[src/pkg/sqf_pkg.sv]
// sqf_pkg: constants shared by the sample queue status flag block.
// assumes a 32-bit apb register bus with one aligned word per register.
package sqf_pkg;

    // apb geometry
    localparam int APB_AW        = 8;   // byte address width decoded
    localparam int APB_DW        = 32;  // bus data width

    // register byte offsets
    localparam logic [7:0] OFS_QUEUE_STATUS = 8'h00; // read only flags
    localparam logic [7:0] OFS_UPPER_LIMIT  = 8'h04; // upper limit value
    localparam logic [7:0] OFS_LOWER_LIMIT  = 8'h08; // lower limit value
    localparam logic [7:0] OFS_LIMIT_ENABLE = 8'h0c; // per channel enables
    localparam logic [7:0] OFS_EVENT_STATUS = 8'h10; // sticky events, ro
    localparam logic [7:0] OFS_EVENT_ENABLE = 8'h14; // event irq mask
    localparam logic [7:0] OFS_EVENT_CLEAR  = 8'h18; // write one to clear

    // queue status field positions
    localparam int STATUS_W          = 8;
    localparam int BIT_WRITE_FAULT   = 6;
    localparam int BIT_READ_FAULT    = 5;
    localparam int BIT_UPPER_HIT     = 4;
    localparam int BIT_LOWER_HIT     = 3;
    localparam int BIT_OVERRUN       = 2;

    // event register layout
    localparam int EVT_W             = 3;
    localparam int EVT_READ_FAULT    = 0;
    localparam int EVT_UPPER_HIT     = 1;
    localparam int EVT_LOWER_HIT     = 2;

    // reset values
    localparam logic        FLAG_RST   = 1'b0;
    localparam logic [2:0]  EVT_RST    = 3'h0;

    // documented defaults for the datapath
    localparam int RESULT_W_DEF      = 24;
    localparam int CHANNELS_DEF      = 16;
    localparam int COUNT_W_DEF       = 9;   // holds 0..256 entries

endpackage : sqf_pkg

[src/logic/sqf_status.sv]
// sqf_status: fault and limit flags of the sample queue, with apb access.
// assumes queue signals come from logic on pclk, so none is synchronised.
// Function
// (RULE1) refused read during write sets bit 5
// (RULE2) granted read or empty queue clears it
// (RULE3) read fault interrupt follows its flag
// (RULE4) enabled channel result >= upper sets bit 4
// (RULE5) empty clears upper flag; interrupt follows
// (RULE6) lower limit hit flag sits at bit 3
// (RULE7) flags reset zero, software writes ignored
// (RULE8) lower flag enabled only; emptied clears it
// (RULE9) count back to zero means emptied
//
// Local design decisions: the register offsets and the APB register port.
`timescale 1ns/1ps
module sqf_status #(
    parameter int RESULT_W = sqf_pkg::RESULT_W_DEF,
    parameter int CHANNELS = sqf_pkg::CHANNELS_DEF,
    parameter int COUNT_W  = sqf_pkg::COUNT_W_DEF,
    parameter int CH_W     = $clog2(CHANNELS)
) (
    // clock and reset
    input  wire logic                pclk,
    input  wire logic                presetn,
    // apb slave
    input  wire logic                psel,
    input  wire logic                penable,
    input  wire logic                pwrite,
    input  wire logic [7:0]          paddr,
    input  wire logic [31:0]         pwdata,
    output logic [31:0]              prdata,
    output logic                     pready,
    output logic                     pslverr,
    // queue read side
    input  wire logic                read_request,
    output logic                     read_grant,
    // queue write side
    input  wire logic                write_busy,
    input  wire logic                store_valid,
    input  wire logic [CH_W-1:0]     store_channel,
    input  wire logic [RESULT_W-1:0] store_result,
    // queue occupancy and neighbouring fault bits
    input  wire logic [COUNT_W-1:0]  queue_count,
    input  wire logic                write_fault,
    input  wire logic                overrun,
    // interrupts
    output logic                     irq_read_fault,
    output logic                     irq_upper_limit,
    output logic                     irq_lower_limit,
    output logic                     irq
);

    // flag state
    logic                read_fault_r;      // read fault flag
    logic                read_fault_nxt;
    logic                upper_limit_hit_r; // upper limit hit flag
    logic                upper_limit_hit_nxt;
    logic                lower_limit_hit_r; // lower limit hit flag
    logic                lower_limit_hit_nxt;
    logic                count_busy_r;      // queue held data last cycle
    logic                count_busy_nxt;

    // software settings
    logic [RESULT_W-1:0] upper_limit_value_r;
    logic [RESULT_W-1:0] upper_limit_value_nxt;
    logic [RESULT_W-1:0] lower_limit_value_r;
    logic [RESULT_W-1:0] lower_limit_value_nxt;
    logic [CHANNELS-1:0] limit_enable_r;    // channel limit check enables
    logic [CHANNELS-1:0] limit_enable_nxt;
    logic [2:0]          evt_status_r;      // sticky events
    logic [2:0]          evt_status_nxt;
    logic [2:0]          evt_enable_r;      // event mask
    logic [2:0]          evt_enable_nxt;

    // bus answer state
    logic [31:0]         prdata_r;
    logic [31:0]         prdata_nxt;
    logic                pslverr_r;
    logic                pslverr_nxt;

    // decoded strobes and helpers
    logic                setup_phase;       // first cycle of a transfer
    logic                wr_commit;         // write takes effect this edge
    logic                addr_known;        // address hits a register
    logic                queue_emptied;     // occupancy fell to zero
    logic                read_refused;      // read collided with a write
    logic                upper_hit_event;
    logic                lower_hit_event;
    logic [7:0]          status_view;       // queue status as read
    logic [2:0]          evt_set;           // rising edges of the flags
    logic [2:0]          evt_clr;           // software clear bits

    // per result limit checks
    sqf_limit_cmp #(
        .RESULT_W (RESULT_W),
        .CHANNELS (CHANNELS),
        .CH_W     (CH_W)
    ) sqf_limit_cmp_i (
        .store_valid                (store_valid),
        .store_channel              (store_channel),
        .store_result               (store_result),
        .upper_limit_value          (upper_limit_value_r),
        .lower_limit_value          (lower_limit_value_r),
        .channel_limit_check_enable (limit_enable_r),
        .upper_hit_event            (upper_hit_event),
        .lower_hit_event            (lower_hit_event)
    );

    // queue handshake and emptied detection
    always_comb begin
        // a read is refused while a conversion is being written
        read_refused  = read_request & write_busy;          // [RULE1]
        read_grant    = read_request & ~write_busy;
        // emptied: held data last cycle, count is zero now
        queue_emptied = count_busy_r
                        & (queue_count == '0);              // [RULE9]
        count_busy_nxt = (queue_count != '0);
    end

    // next flag values; a set in the clearing cycle wins
    always_comb begin
        // read fault
        if (read_refused) begin
            read_fault_nxt = 1'b1;                          // [RULE1]
        end else if (read_grant || queue_emptied) begin
            read_fault_nxt = 1'b0;                          // [RULE2]
        end else begin
            read_fault_nxt = read_fault_r;
        end
        // upper limit hit
        if (upper_hit_event) begin
            upper_limit_hit_nxt = 1'b1;                     // [RULE4]
        end else if (queue_emptied) begin
            upper_limit_hit_nxt = 1'b0;                     // [RULE5] [RULE9]
        end else begin
            upper_limit_hit_nxt = upper_limit_hit_r;
        end
        // lower limit hit, armed only for enabled channels
        if (lower_hit_event) begin
            lower_limit_hit_nxt = 1'b1;                     // [RULE6] [RULE8]
        end else if (queue_emptied) begin
            lower_limit_hit_nxt = 1'b0;                     // [RULE8] [RULE9]
        end else begin
            lower_limit_hit_nxt = lower_limit_hit_r;
        end
    end

    // flag registers; status is never loaded from the bus
    always_ff @(posedge pclk or negedge presetn) begin
        if (!presetn) begin
            read_fault_r      <= sqf_pkg::FLAG_RST;         // [RULE7]
            upper_limit_hit_r <= sqf_pkg::FLAG_RST;         // [RULE7]
            lower_limit_hit_r <= sqf_pkg::FLAG_RST;         // [RULE7]
            count_busy_r      <= 1'b0;
        end else begin
            read_fault_r      <= read_fault_nxt;
            upper_limit_hit_r <= upper_limit_hit_nxt;
            lower_limit_hit_r <= lower_limit_hit_nxt;
            count_busy_r      <= count_busy_nxt;
        end
    end

    // flag interrupts are the flags themselves, so they move together
    always_comb begin
        irq_read_fault  = read_fault_r;                     // [RULE3]
        irq_upper_limit = upper_limit_hit_r;                // [RULE5]
        irq_lower_limit = lower_limit_hit_r;                // [RULE8]
    end

    // queue status word as software sees it
    always_comb begin
        status_view = '0;
        status_view[sqf_pkg::BIT_WRITE_FAULT] = write_fault;
        status_view[sqf_pkg::BIT_READ_FAULT]  = read_fault_r;      // [RULE1]
        status_view[sqf_pkg::BIT_UPPER_HIT]   = upper_limit_hit_r; // [RULE4]
        status_view[sqf_pkg::BIT_LOWER_HIT]   = lower_limit_hit_r; // [RULE6]
        status_view[sqf_pkg::BIT_OVERRUN]     = overrun;
    end

    // apb decode; zero wait states, answer prepared in the setup cycle
    always_comb begin
        setup_phase = psel & ~penable;
        wr_commit   = psel & penable & pwrite;
        case (paddr)
            sqf_pkg::OFS_QUEUE_STATUS,
            sqf_pkg::OFS_UPPER_LIMIT,
            sqf_pkg::OFS_LOWER_LIMIT,
            sqf_pkg::OFS_LIMIT_ENABLE,
            sqf_pkg::OFS_EVENT_STATUS,
            sqf_pkg::OFS_EVENT_ENABLE,
            sqf_pkg::OFS_EVENT_CLEAR:  addr_known = 1'b1;
            default:                   addr_known = 1'b0;
        endcase
    end

    // read data and error for the coming access phase
    always_comb begin
        prdata_nxt  = prdata_r;
        pslverr_nxt = pslverr_r;
        if (setup_phase) begin
            prdata_nxt  = '0;
            pslverr_nxt = ~addr_known;
            if (!pwrite) begin
                case (paddr)
                    sqf_pkg::OFS_QUEUE_STATUS: begin
                        prdata_nxt[7:0] = status_view;
                    end
                    sqf_pkg::OFS_UPPER_LIMIT: begin
                        prdata_nxt[RESULT_W-1:0] = upper_limit_value_r;
                    end
                    sqf_pkg::OFS_LOWER_LIMIT: begin
                        prdata_nxt[RESULT_W-1:0] = lower_limit_value_r;
                    end
                    sqf_pkg::OFS_LIMIT_ENABLE: begin
                        prdata_nxt[CHANNELS-1:0] = limit_enable_r;
                    end
                    sqf_pkg::OFS_EVENT_STATUS: begin
                        prdata_nxt[2:0] = evt_status_r;
                    end
                    sqf_pkg::OFS_EVENT_ENABLE: begin
                        prdata_nxt[2:0] = evt_enable_r;
                    end
                    // clear register is write only and reads zero
                    default: begin
                        prdata_nxt = '0;
                    end
                endcase
            end
        end
    end

    // software settings; writes to read-only words are dropped silently
    always_comb begin
        upper_limit_value_nxt = upper_limit_value_r;
        lower_limit_value_nxt = lower_limit_value_r;
        limit_enable_nxt      = limit_enable_r;
        evt_enable_nxt        = evt_enable_r;
        evt_clr               = '0;
        if (wr_commit) begin
            case (paddr)
                sqf_pkg::OFS_UPPER_LIMIT: begin
                    upper_limit_value_nxt = pwdata[RESULT_W-1:0];
                end
                sqf_pkg::OFS_LOWER_LIMIT: begin
                    lower_limit_value_nxt = pwdata[RESULT_W-1:0];
                end
                sqf_pkg::OFS_LIMIT_ENABLE: begin
                    limit_enable_nxt = pwdata[CHANNELS-1:0];
                end
                sqf_pkg::OFS_EVENT_ENABLE: begin
                    evt_enable_nxt = pwdata[2:0];
                end
                sqf_pkg::OFS_EVENT_CLEAR: begin
                    evt_clr = pwdata[2:0];
                end
                // queue status and event status ignore writes
                default: begin
                    evt_clr = '0;                           // [RULE7]
                end
            endcase
        end
    end

    // sticky events: a flag rising; set beats a same-cycle clear
    always_comb begin
        evt_set = '0;
        evt_set[sqf_pkg::EVT_READ_FAULT] = read_fault_nxt & ~read_fault_r;
        evt_set[sqf_pkg::EVT_UPPER_HIT]  = upper_limit_hit_nxt
                                           & ~upper_limit_hit_r;
        evt_set[sqf_pkg::EVT_LOWER_HIT]  = lower_limit_hit_nxt
                                           & ~lower_limit_hit_r;
        evt_status_nxt = (evt_status_r & ~evt_clr) | evt_set;
    end

    // settings and bus answer registers
    always_ff @(posedge pclk or negedge presetn) begin
        if (!presetn) begin
            upper_limit_value_r <= '1;  // top code: only a top-code result hits until set
            lower_limit_value_r <= '0;
            limit_enable_r      <= '0;  // all channels unchecked
            evt_status_r        <= sqf_pkg::EVT_RST;
            evt_enable_r        <= sqf_pkg::EVT_RST;
            prdata_r            <= '0;
            pslverr_r           <= 1'b0;
        end else begin
            upper_limit_value_r <= upper_limit_value_nxt;
            lower_limit_value_r <= lower_limit_value_nxt;
            limit_enable_r      <= limit_enable_nxt;
            evt_status_r        <= evt_status_nxt;
            evt_enable_r        <= evt_enable_nxt;
            prdata_r            <= prdata_nxt;
            pslverr_r           <= pslverr_nxt;
        end
    end

    // bus outputs and summary interrupt
    always_comb begin
        prdata  = prdata_r;
        // error only counts while pready is high, so it may sit early
        pslverr = pslverr_r;
        pready  = 1'b1;
        irq     = |(evt_status_r & evt_enable_r);
    end

endmodule : sqf_status

[src/logic/sqf_limit_cmp.sv]
// sqf_limit_cmp: judges one stored result against both limits.
// assumes result, limits and enables are stable in the write cycle.
`timescale 1ns/1ps
module sqf_limit_cmp #(
    parameter int RESULT_W = sqf_pkg::RESULT_W_DEF,
    parameter int CHANNELS = sqf_pkg::CHANNELS_DEF,
    parameter int CH_W     = $clog2(CHANNELS)
) (
    // stored result
    input  wire logic                store_valid,
    input  wire logic [CH_W-1:0]     store_channel,
    input  wire logic [RESULT_W-1:0] store_result,
    // programmed limits
    input  wire logic [RESULT_W-1:0] upper_limit_value,
    input  wire logic [RESULT_W-1:0] lower_limit_value,
    input  wire logic [CHANNELS-1:0] channel_limit_check_enable,
    // verdicts, one cycle with store_valid
    output logic                     upper_hit_event,
    output logic                     lower_hit_event
);

    logic chan_armed;  // channel takes part in limit checks

    // comparisons are unsigned; results arrive as straight binary codes
    always_comb begin
        chan_armed      = store_valid
                          & channel_limit_check_enable[store_channel];
        // equal to the limit counts as a hit on both sides
        upper_hit_event = chan_armed
                          & (store_result >= upper_limit_value); // [RULE4]
        lower_hit_event = chan_armed
                          & (store_result <= lower_limit_value); // [RULE8]
    end

endmodule : sqf_limit_cmp

[config.mk]
export PLATFORM = sky130hd
export DESIGN_NAME = sqf_status
export DESIGN_NICKNAME = d
export VERILOG_FILES = /design/src/pkg/sqf_pkg.sv /design/src/logic/sqf_status.sv /design/src/logic/sqf_limit_cmp.sv
export SDC_FILE = /design/constraint.sdc
export NUM_CORES = 1
export LEC_CHECK = 0
export BUFFER_PORTS_ARGS = -buffer_cell sky130_fd_sc_hd__buf_2
export CAP_MARGIN = 20
export CORE_MARGIN = 5
export CORE_UTILIZATION = 60
export DETAILED_ROUTE_END_ITERATION = 12
export GPL_TIMING_DRIVEN = 0
export PLACE_DENSITY = 0.86
export SKIP_CTS_REPAIR_TIMING = 1
export SYNTH_ARGS = -nofsm -noshare
export SYNTH_HDL_FRONTEND = slang
export SYNTH_SLANG_ARGS = --single-unit
[constraint.sdc]
create_clock -name pclk -period 4.9 [get_ports pclk]
set_clock_uncertainty 0.2 [all_clocks]
set_input_delay 0.49 -clock pclk [delete_from_list [all_inputs] [get_ports pclk]]
set_output_delay 0.49 -clock pclk [all_outputs]
set_load 0.005 [all_outputs]
## After elaboration in Yosys (flattened, before gate mapping)

Index checks and enable logic that the tools add are counted.
W data, S select, Z words.

- Output and inout port bits: 39
- Register bits: 107
- Input port bits: 87
- Word-level logic and storage cells: 68

- Bitwise logic cells: 22
- Reduce and logical (&&, ||, !) cells: 10
- Mux-type cells: 16
- Equal/unequal tests: 6
- $lt $le $gt $ge: 3

Operators with widths:

| operator | count |
|---|---|
| $eq A8 B5 Y1 const B | 3 |
| $ge A24 B24 Y1 | 1 |
| $le A24 B24 Y1 | 1 |
| $mux W24 | 1 |
| $pmux W8 S3 | 1 |
| $pmux W5 S4 | 1 |
| $pmux W3 S6 | 1 |
| $eq A8 B4 Y1 const B | 2 |
| $pmux W8 S2 | 1 |
| $and A1 B1 Y1 | 12 |
| $logic_not A9 Y1 | 1 |
| $reduce_bool A9 Y1 | 1 |
| $eq A8 B3 Y1 const B | 1 |
| $logic_not A8 Y1 | 1 |
| $mux W1 | 8 |
| $reduce_and A2 Y1 | 4 |
| $reduce_or A7 Y1 | 1 |
| $and A3 B3 Y3 | 2 |
| $mux W3 | 2 |
| $not A1 Y1 | 6 |
| $lt A4 B5 Y1 const B | 1 |
| $bmux W1 S4 | 1 |
| $not A3 Y3 | 1 |
| $or A3 B3 Y3 | 1 |
| 2 further kinds | 2 |

## Longest topological paths before layout

- Depth in word-level cells: 7
- Mapped depth: 9
- Gate-level depth less buffers: 8

## Cells and area by module

A second synthesis with hierarchy kept.

- Cell total of the unflattened synthesis: 521
- Area, all modules: 5,785.5 µm²

Modules (own cells, without submodules):

| module | seq. area each (µm²) | cells an instance | instances | area an instance (µm²) |
|---|---|---|---|---|
| sqf_status | 2,507.4 | 345 | 1 | 4,444.3 |
| sqf_limit_cmp | 0.0 | 176 | 1 | 1,341.3 |

## Least setup slack after synthesis

Ideal clock, no wire load.

- Path type: register to register
- From: register upper_limit_value_r[13]
- To: register evt_status_r[1]
- Setup slack: 2.660 ns
- Arrival time: 1.916 ns
- Path buffers: 0
- Period minus slack after synthesis: 2.240 ns
- Data required time: 4.576 ns
- Stages on the path, launching flop included: 9
- Setup time: 0.124 ns
- Path through: dfstp_2 -> inv_1 -> ha_1 -> a21o_1 -> a221o_1 -> a221oi_1 -> o21ai_0 -> o21ai_0 -> o21ai_1

- Longest elaborated chain between the ends: 5

RTL lines:

| item | RTL line | source |
|---|---|---|
| from (decl) | sqf_status.sv:64 | `logic [RESULT_W-1:0] upper_limit_value_r;` |
| from (signal assigned) | sqf_status.sv:286 | `upper_limit_value_r <= upper_limit_value_nxt;` |
| $ge A24 B24 Y1 | sqf_limit_cmp.sv:30 | `& (store_result >= upper_limit_value);` |
| $and A1 B1 Y1 | sqf_limit_cmp.sv:30 |  |
| $mux W1 | sqf_status.sv:131 | `if (upper_hit_event) begin` |
| $and A1 B1 Y1 | sqf_status.sv:269 | `& ~upper_limit_hit_r;` |
| $or A3 B3 Y3 | sqf_status.sv:272 | `evt_status_nxt = (evt_status_r & ~evt_clr) \| evt_set;` |
| via evt_status_nxt[1] | sqf_status.sv:71 | `logic [2:0] evt_status_nxt;` |
| to (signal assigned) | sqf_status.sv:281 | `evt_status_r <= sqf_pkg::EVT_RST;` |
| to (signal assigned) | sqf_status.sv:289 | `evt_status_r <= evt_status_nxt;` |
| to (decl) | sqf_status.sv:70 | `logic [2:0] evt_status_r;` |

The timed path passes the listed nets, and every way through them passes these cells.
A chain may end at the register's enable or synchronous reset.

## Worst setup path in the final report

- From: register upper_limit_value_r[11]
- To: register upper_limit_hit_r (netlist: irq_upper_limit)

- Longest elaborated chain between the ends: 3

RTL lines:

| item | RTL line | source |
|---|---|---|
| $ge A24 B24 Y1 | sqf_limit_cmp.sv:30 |  |
| $and A1 B1 Y1 | sqf_limit_cmp.sv:30 |  |
| $mux W1 | sqf_status.sv:131 |  |
| via upper_limit_hit_nxt | sqf_status.sv:57 | `logic upper_limit_hit_nxt;` |
| to (signal assigned) | sqf_status.sv:152 | `upper_limit_hit_r <= sqf_pkg::FLAG_RST;` |
| to (signal assigned) | sqf_status.sv:157 | `upper_limit_hit_r <= upper_limit_hit_nxt;` |
| to (decl) | sqf_status.sv:56 | `logic upper_limit_hit_r;` |

The timed path passes the listed nets, and every way through them passes these cells.

==> impl_metrics.env <==
export IMPL_status="completed"
export IMPL_nets=803
export IMPL_critPathRequiredTime_ns=4.94
export IMPL_crit_fanout=3
export IMPL_dr_pass1_iters=7
export IMPL_cp_arrival_ns=2.69
export IMPL_synth_most_common_cell="dfrtp_1"
export IMPL_synth_common_cells="75 x dfrtp_1, 58 x nand2_1, 52 x inv_1"
export IMPL_layout_setup_ws_ns=2.25
export IMPL_dieArea_um2=12000
export IMPL_ys_async_sr_fraction_pct=100
export IMPL_syn_area_um2=5960
export IMPL_power_frac_seq_pct=51.5
export IMPL_pre_cts_ws_ns=2.26
export IMPL_row_count=36
export IMPL_critPathBufInv=1
export IMPL_ant_nets=0
export IMPL_fp_coreArea_um2=9730
export IMPL_antenna_found_initial=0
export IMPL_synth_warnings=0
export IMPL_cts_tree="done"
export IMPL_multi_input_area_um2=3020
export IMPL_synthTopCellsByArea="dfrtp_1 31%, dfstp_2 11%, ha_1 10%"
export IMPL_path_common_cell="o21ai_0"
export IMPL_maxCapViolCount=0
export IMPL_swShare_pct=25.2
export IMPL_critPathKind="register to register"
export IMPL_cts_sinks=99
export IMPL_grt_pass1_wl_um=24500
export IMPL_drc=0
export IMPL_htreeDepth=3
export IMPL_period_needed_ns=2.65
export IMPL_relSlewSlack_pct=62.6
export IMPL_syn_avg_cell_area_um2=11.0
export IMPL_timing_fmax_mhz=377
export IMPL_grt_pass1_vias=5056
export IMPL_clkPwrFrac_pct=35.7
export IMPL_synthFlopType="dfrtp_1"
export IMPL_synth_seq_area_share_pct=42.1
export IMPL_clk_latency_ns=0.36
export IMPL_p_leak_nw=3.32
export IMPL_p_int_mw=1.25
export IMPL_yosysTopAreaCell="dfrtp_1"
export IMPL_cts_root_buffer="clkbuf_8"
export IMPL_num_io_pins=126
export IMPL_path_cells="inv_1 > ha_1 > a21oi_1 > o21ai_0 > a2111oi_0 > a211oi_1 > o21ai_0 > nand2_1"
export IMPL_gp_congestion=0.913
export IMPL_startpoint_type="register"
export IMPL_worstMarginPinSlew_ns=0.561
export IMPL_fin_tns_setup_ns=0
export IMPL_yosysTopAreaCellShare_pct=31.5
export IMPL_die_h_um=110
export IMPL_end_kind="register"
export IMPL_antennaDiodeCount=0
export IMPL_drive_gt1_share_pct=37.7
export IMPL_synth_cell_types=58
export IMPL_totalWireLength_um=15300
export IMPL_maxSlewViolCount=0
export IMPL_grt_max_degree=60
export IMPL_slowest_delay_ns=0.56
export IMPL_hold_path_class="primary input to register"
export IMPL_ys_ff_latch=99
export IMPL_die_width_um=110
export IMPL_p_per_area_nw_per_um2=240
export IMPL_synth_cells=543
export IMPL_vias=4745
export IMPL_cts_buffer_depth=2
export IMPL_crit_family="compound AO/OA/AOI/OAI gates"
export IMPL_areaGrowthSynthToFinish_pct=16.6
export IMPL_synth_edff_count=0
export IMPL_drtIter0Drc=338
export IMPL_grt_use_total_pct=26.4
export IMPL_finalHoldViolCount=0
export IMPL_cts_inserted_buffers=9
export IMPL_finalCritPeriodShare_pct=54.1
export IMPL_switchingPower_mw=0.420
export IMPL_start_util_pct=61.2
export IMPL_ir_worst_vdd_mv=0.234
export IMPL_setup_viol_count_final=0
export IMPL_hpwl_um=11800
export IMPL_p_comb_share_pct=12.8
export IMPL_fill_cells=668
export IMPL_grt_overflow_total=0
export IMPL_path_clk_slew_ns=0.10
export IMPL_numPortBuffers=105
export IMPL_avgViaCountPerCell=5.89
export IMPL_regArea_um2=2510
export IMPL_wire_per_inst_um=19.0
export IMPL_cp_slowest_cell="dfstp_2"
export IMPL_rsz0062_at_grt="no"
worst paths after layout:
check	startpoint	endpoint	slack, ns	depth (start not counted)
max	upper_limit_value_r[11]$_DFFE_PN1P_	irq_upper_limit$_DFF_PN0_	2.25	8
min	read_request	irq_read_fault$_DFF_PN0_	0.14	2
max reg2reg	upper_limit_value_r[11]$_DFFE_PN1P_	irq_upper_limit$_DFF_PN0_	2.25	8
min reg2reg	prdata[20]$_DFFE_PN0P_	prdata[20]$_DFFE_PN0P_	0.28	2
max in group asynchronous	presetn	upper_limit_value_r[9]$_DFFE_PN1P_	3.32	3
min in group asynchronous	presetn	prdata[21]$_DFFE_PN0P_	0.45	2
cells in the final DEF, fill, tap and decap left out, drive strengths merged, types with 2 or more instances in the layout:
master / n
a211oi: 4
a21oi: 18
a221o: 3
a221oi: 4
a22o: 4
a22oi: 21
and2: 4
and3: 2
buf: 130
bufinv: 2
clkbuf: 21
clkinv: 2
conb: 9
dfrtp: 75
dfstp: 24
ha: 48
inv: 52
mux2: 70
mux2i: 6
mux4: 4
nand2: 60
nand3: 4
nand4: 11
nand4b: 2
nor2: 16
nor2b: 4
nor3: 6
nor4: 2
o211ai: 3
o21ai: 45
or2: 2
logic make-up (layout without fill, tap and decap cells):
kind of cell	Yosys count	count (layout)	synth area share [%]
flip-flops	99	99	42.1
buffers and inverters	85	208	7.60
other	2	9	0.126
adder cells (fa/ha/maj)	48	48	10.1
multiplexers	80	80	18.3
AND/OR/NAND/NOR	117	117	9.85
AO/OA/AOI/OAI	112	112	12.0
cell type report:
type	instances	area share, %
buffer	33	3.71
clock buffer	12	2.23
clock inverter	4	1.06
inverter	52	2.81
multi-input combinational	366	43.5
sequential	99	36.1
tap	133	2.40
timing repair buffer	107	8.14
power groups by stage:
stage               registers, mW  logic, mW  clock network, mW
floorplan                   0.865      0.109                  0
global placement            0.872      0.194                  0
detailed placement          0.872      0.209                  0
CTS                         0.857      0.210              0.600
global route                0.860      0.237              0.627
finish                      0.859      0.213              0.596
layer usage:
| layer | wire length [um] | up-vias | track usage, % |
|---|---|---|---|
| met1 | 6090 | 2322 | 31.8 |
| met2 | 7690 | 212 | 47.0 |
| li1 | - | 2162 | - |
| met3 | 1090 | 49 | 4.99 |
| met5 | 0 | - | 0 |
| met4 | 466 | 0 | 9.71 |
metrics by stage:
stage	utilization, %	power [mW]	area [um2]	instances	hold WS, ns
after floorplan	-	0.974	5980	550	-0.00559
after detailed placement	68.9	1.08	6710	789	0.265
after global placement	68.6	1.07	6680	788	0.255
after CTS	71.3	1.67	6940	805	-0.0808
final	71.4	1.67	6950	806	0.138
after global routing	71.4	1.72	6950	806	0.139
flip-flops by register name (all words and copies together) (netlist names):
| register | cells |
|---|---|
| irq_upper_limit | 1 |
| evt_enable_r | 3 |
| upper_limit_value_r | 24 |
| pslverr | 1 |
| irq_lower_limit | 1 |
| evt_status_r | 3 |
| count_busy_r | 1 |
| lower_limit_value_r | 24 |
| prdata | 24 |
| irq_read_fault | 1 |
| limit_enable_r | 16 |
Note: power is estimated with default switching activity, not from simulation.
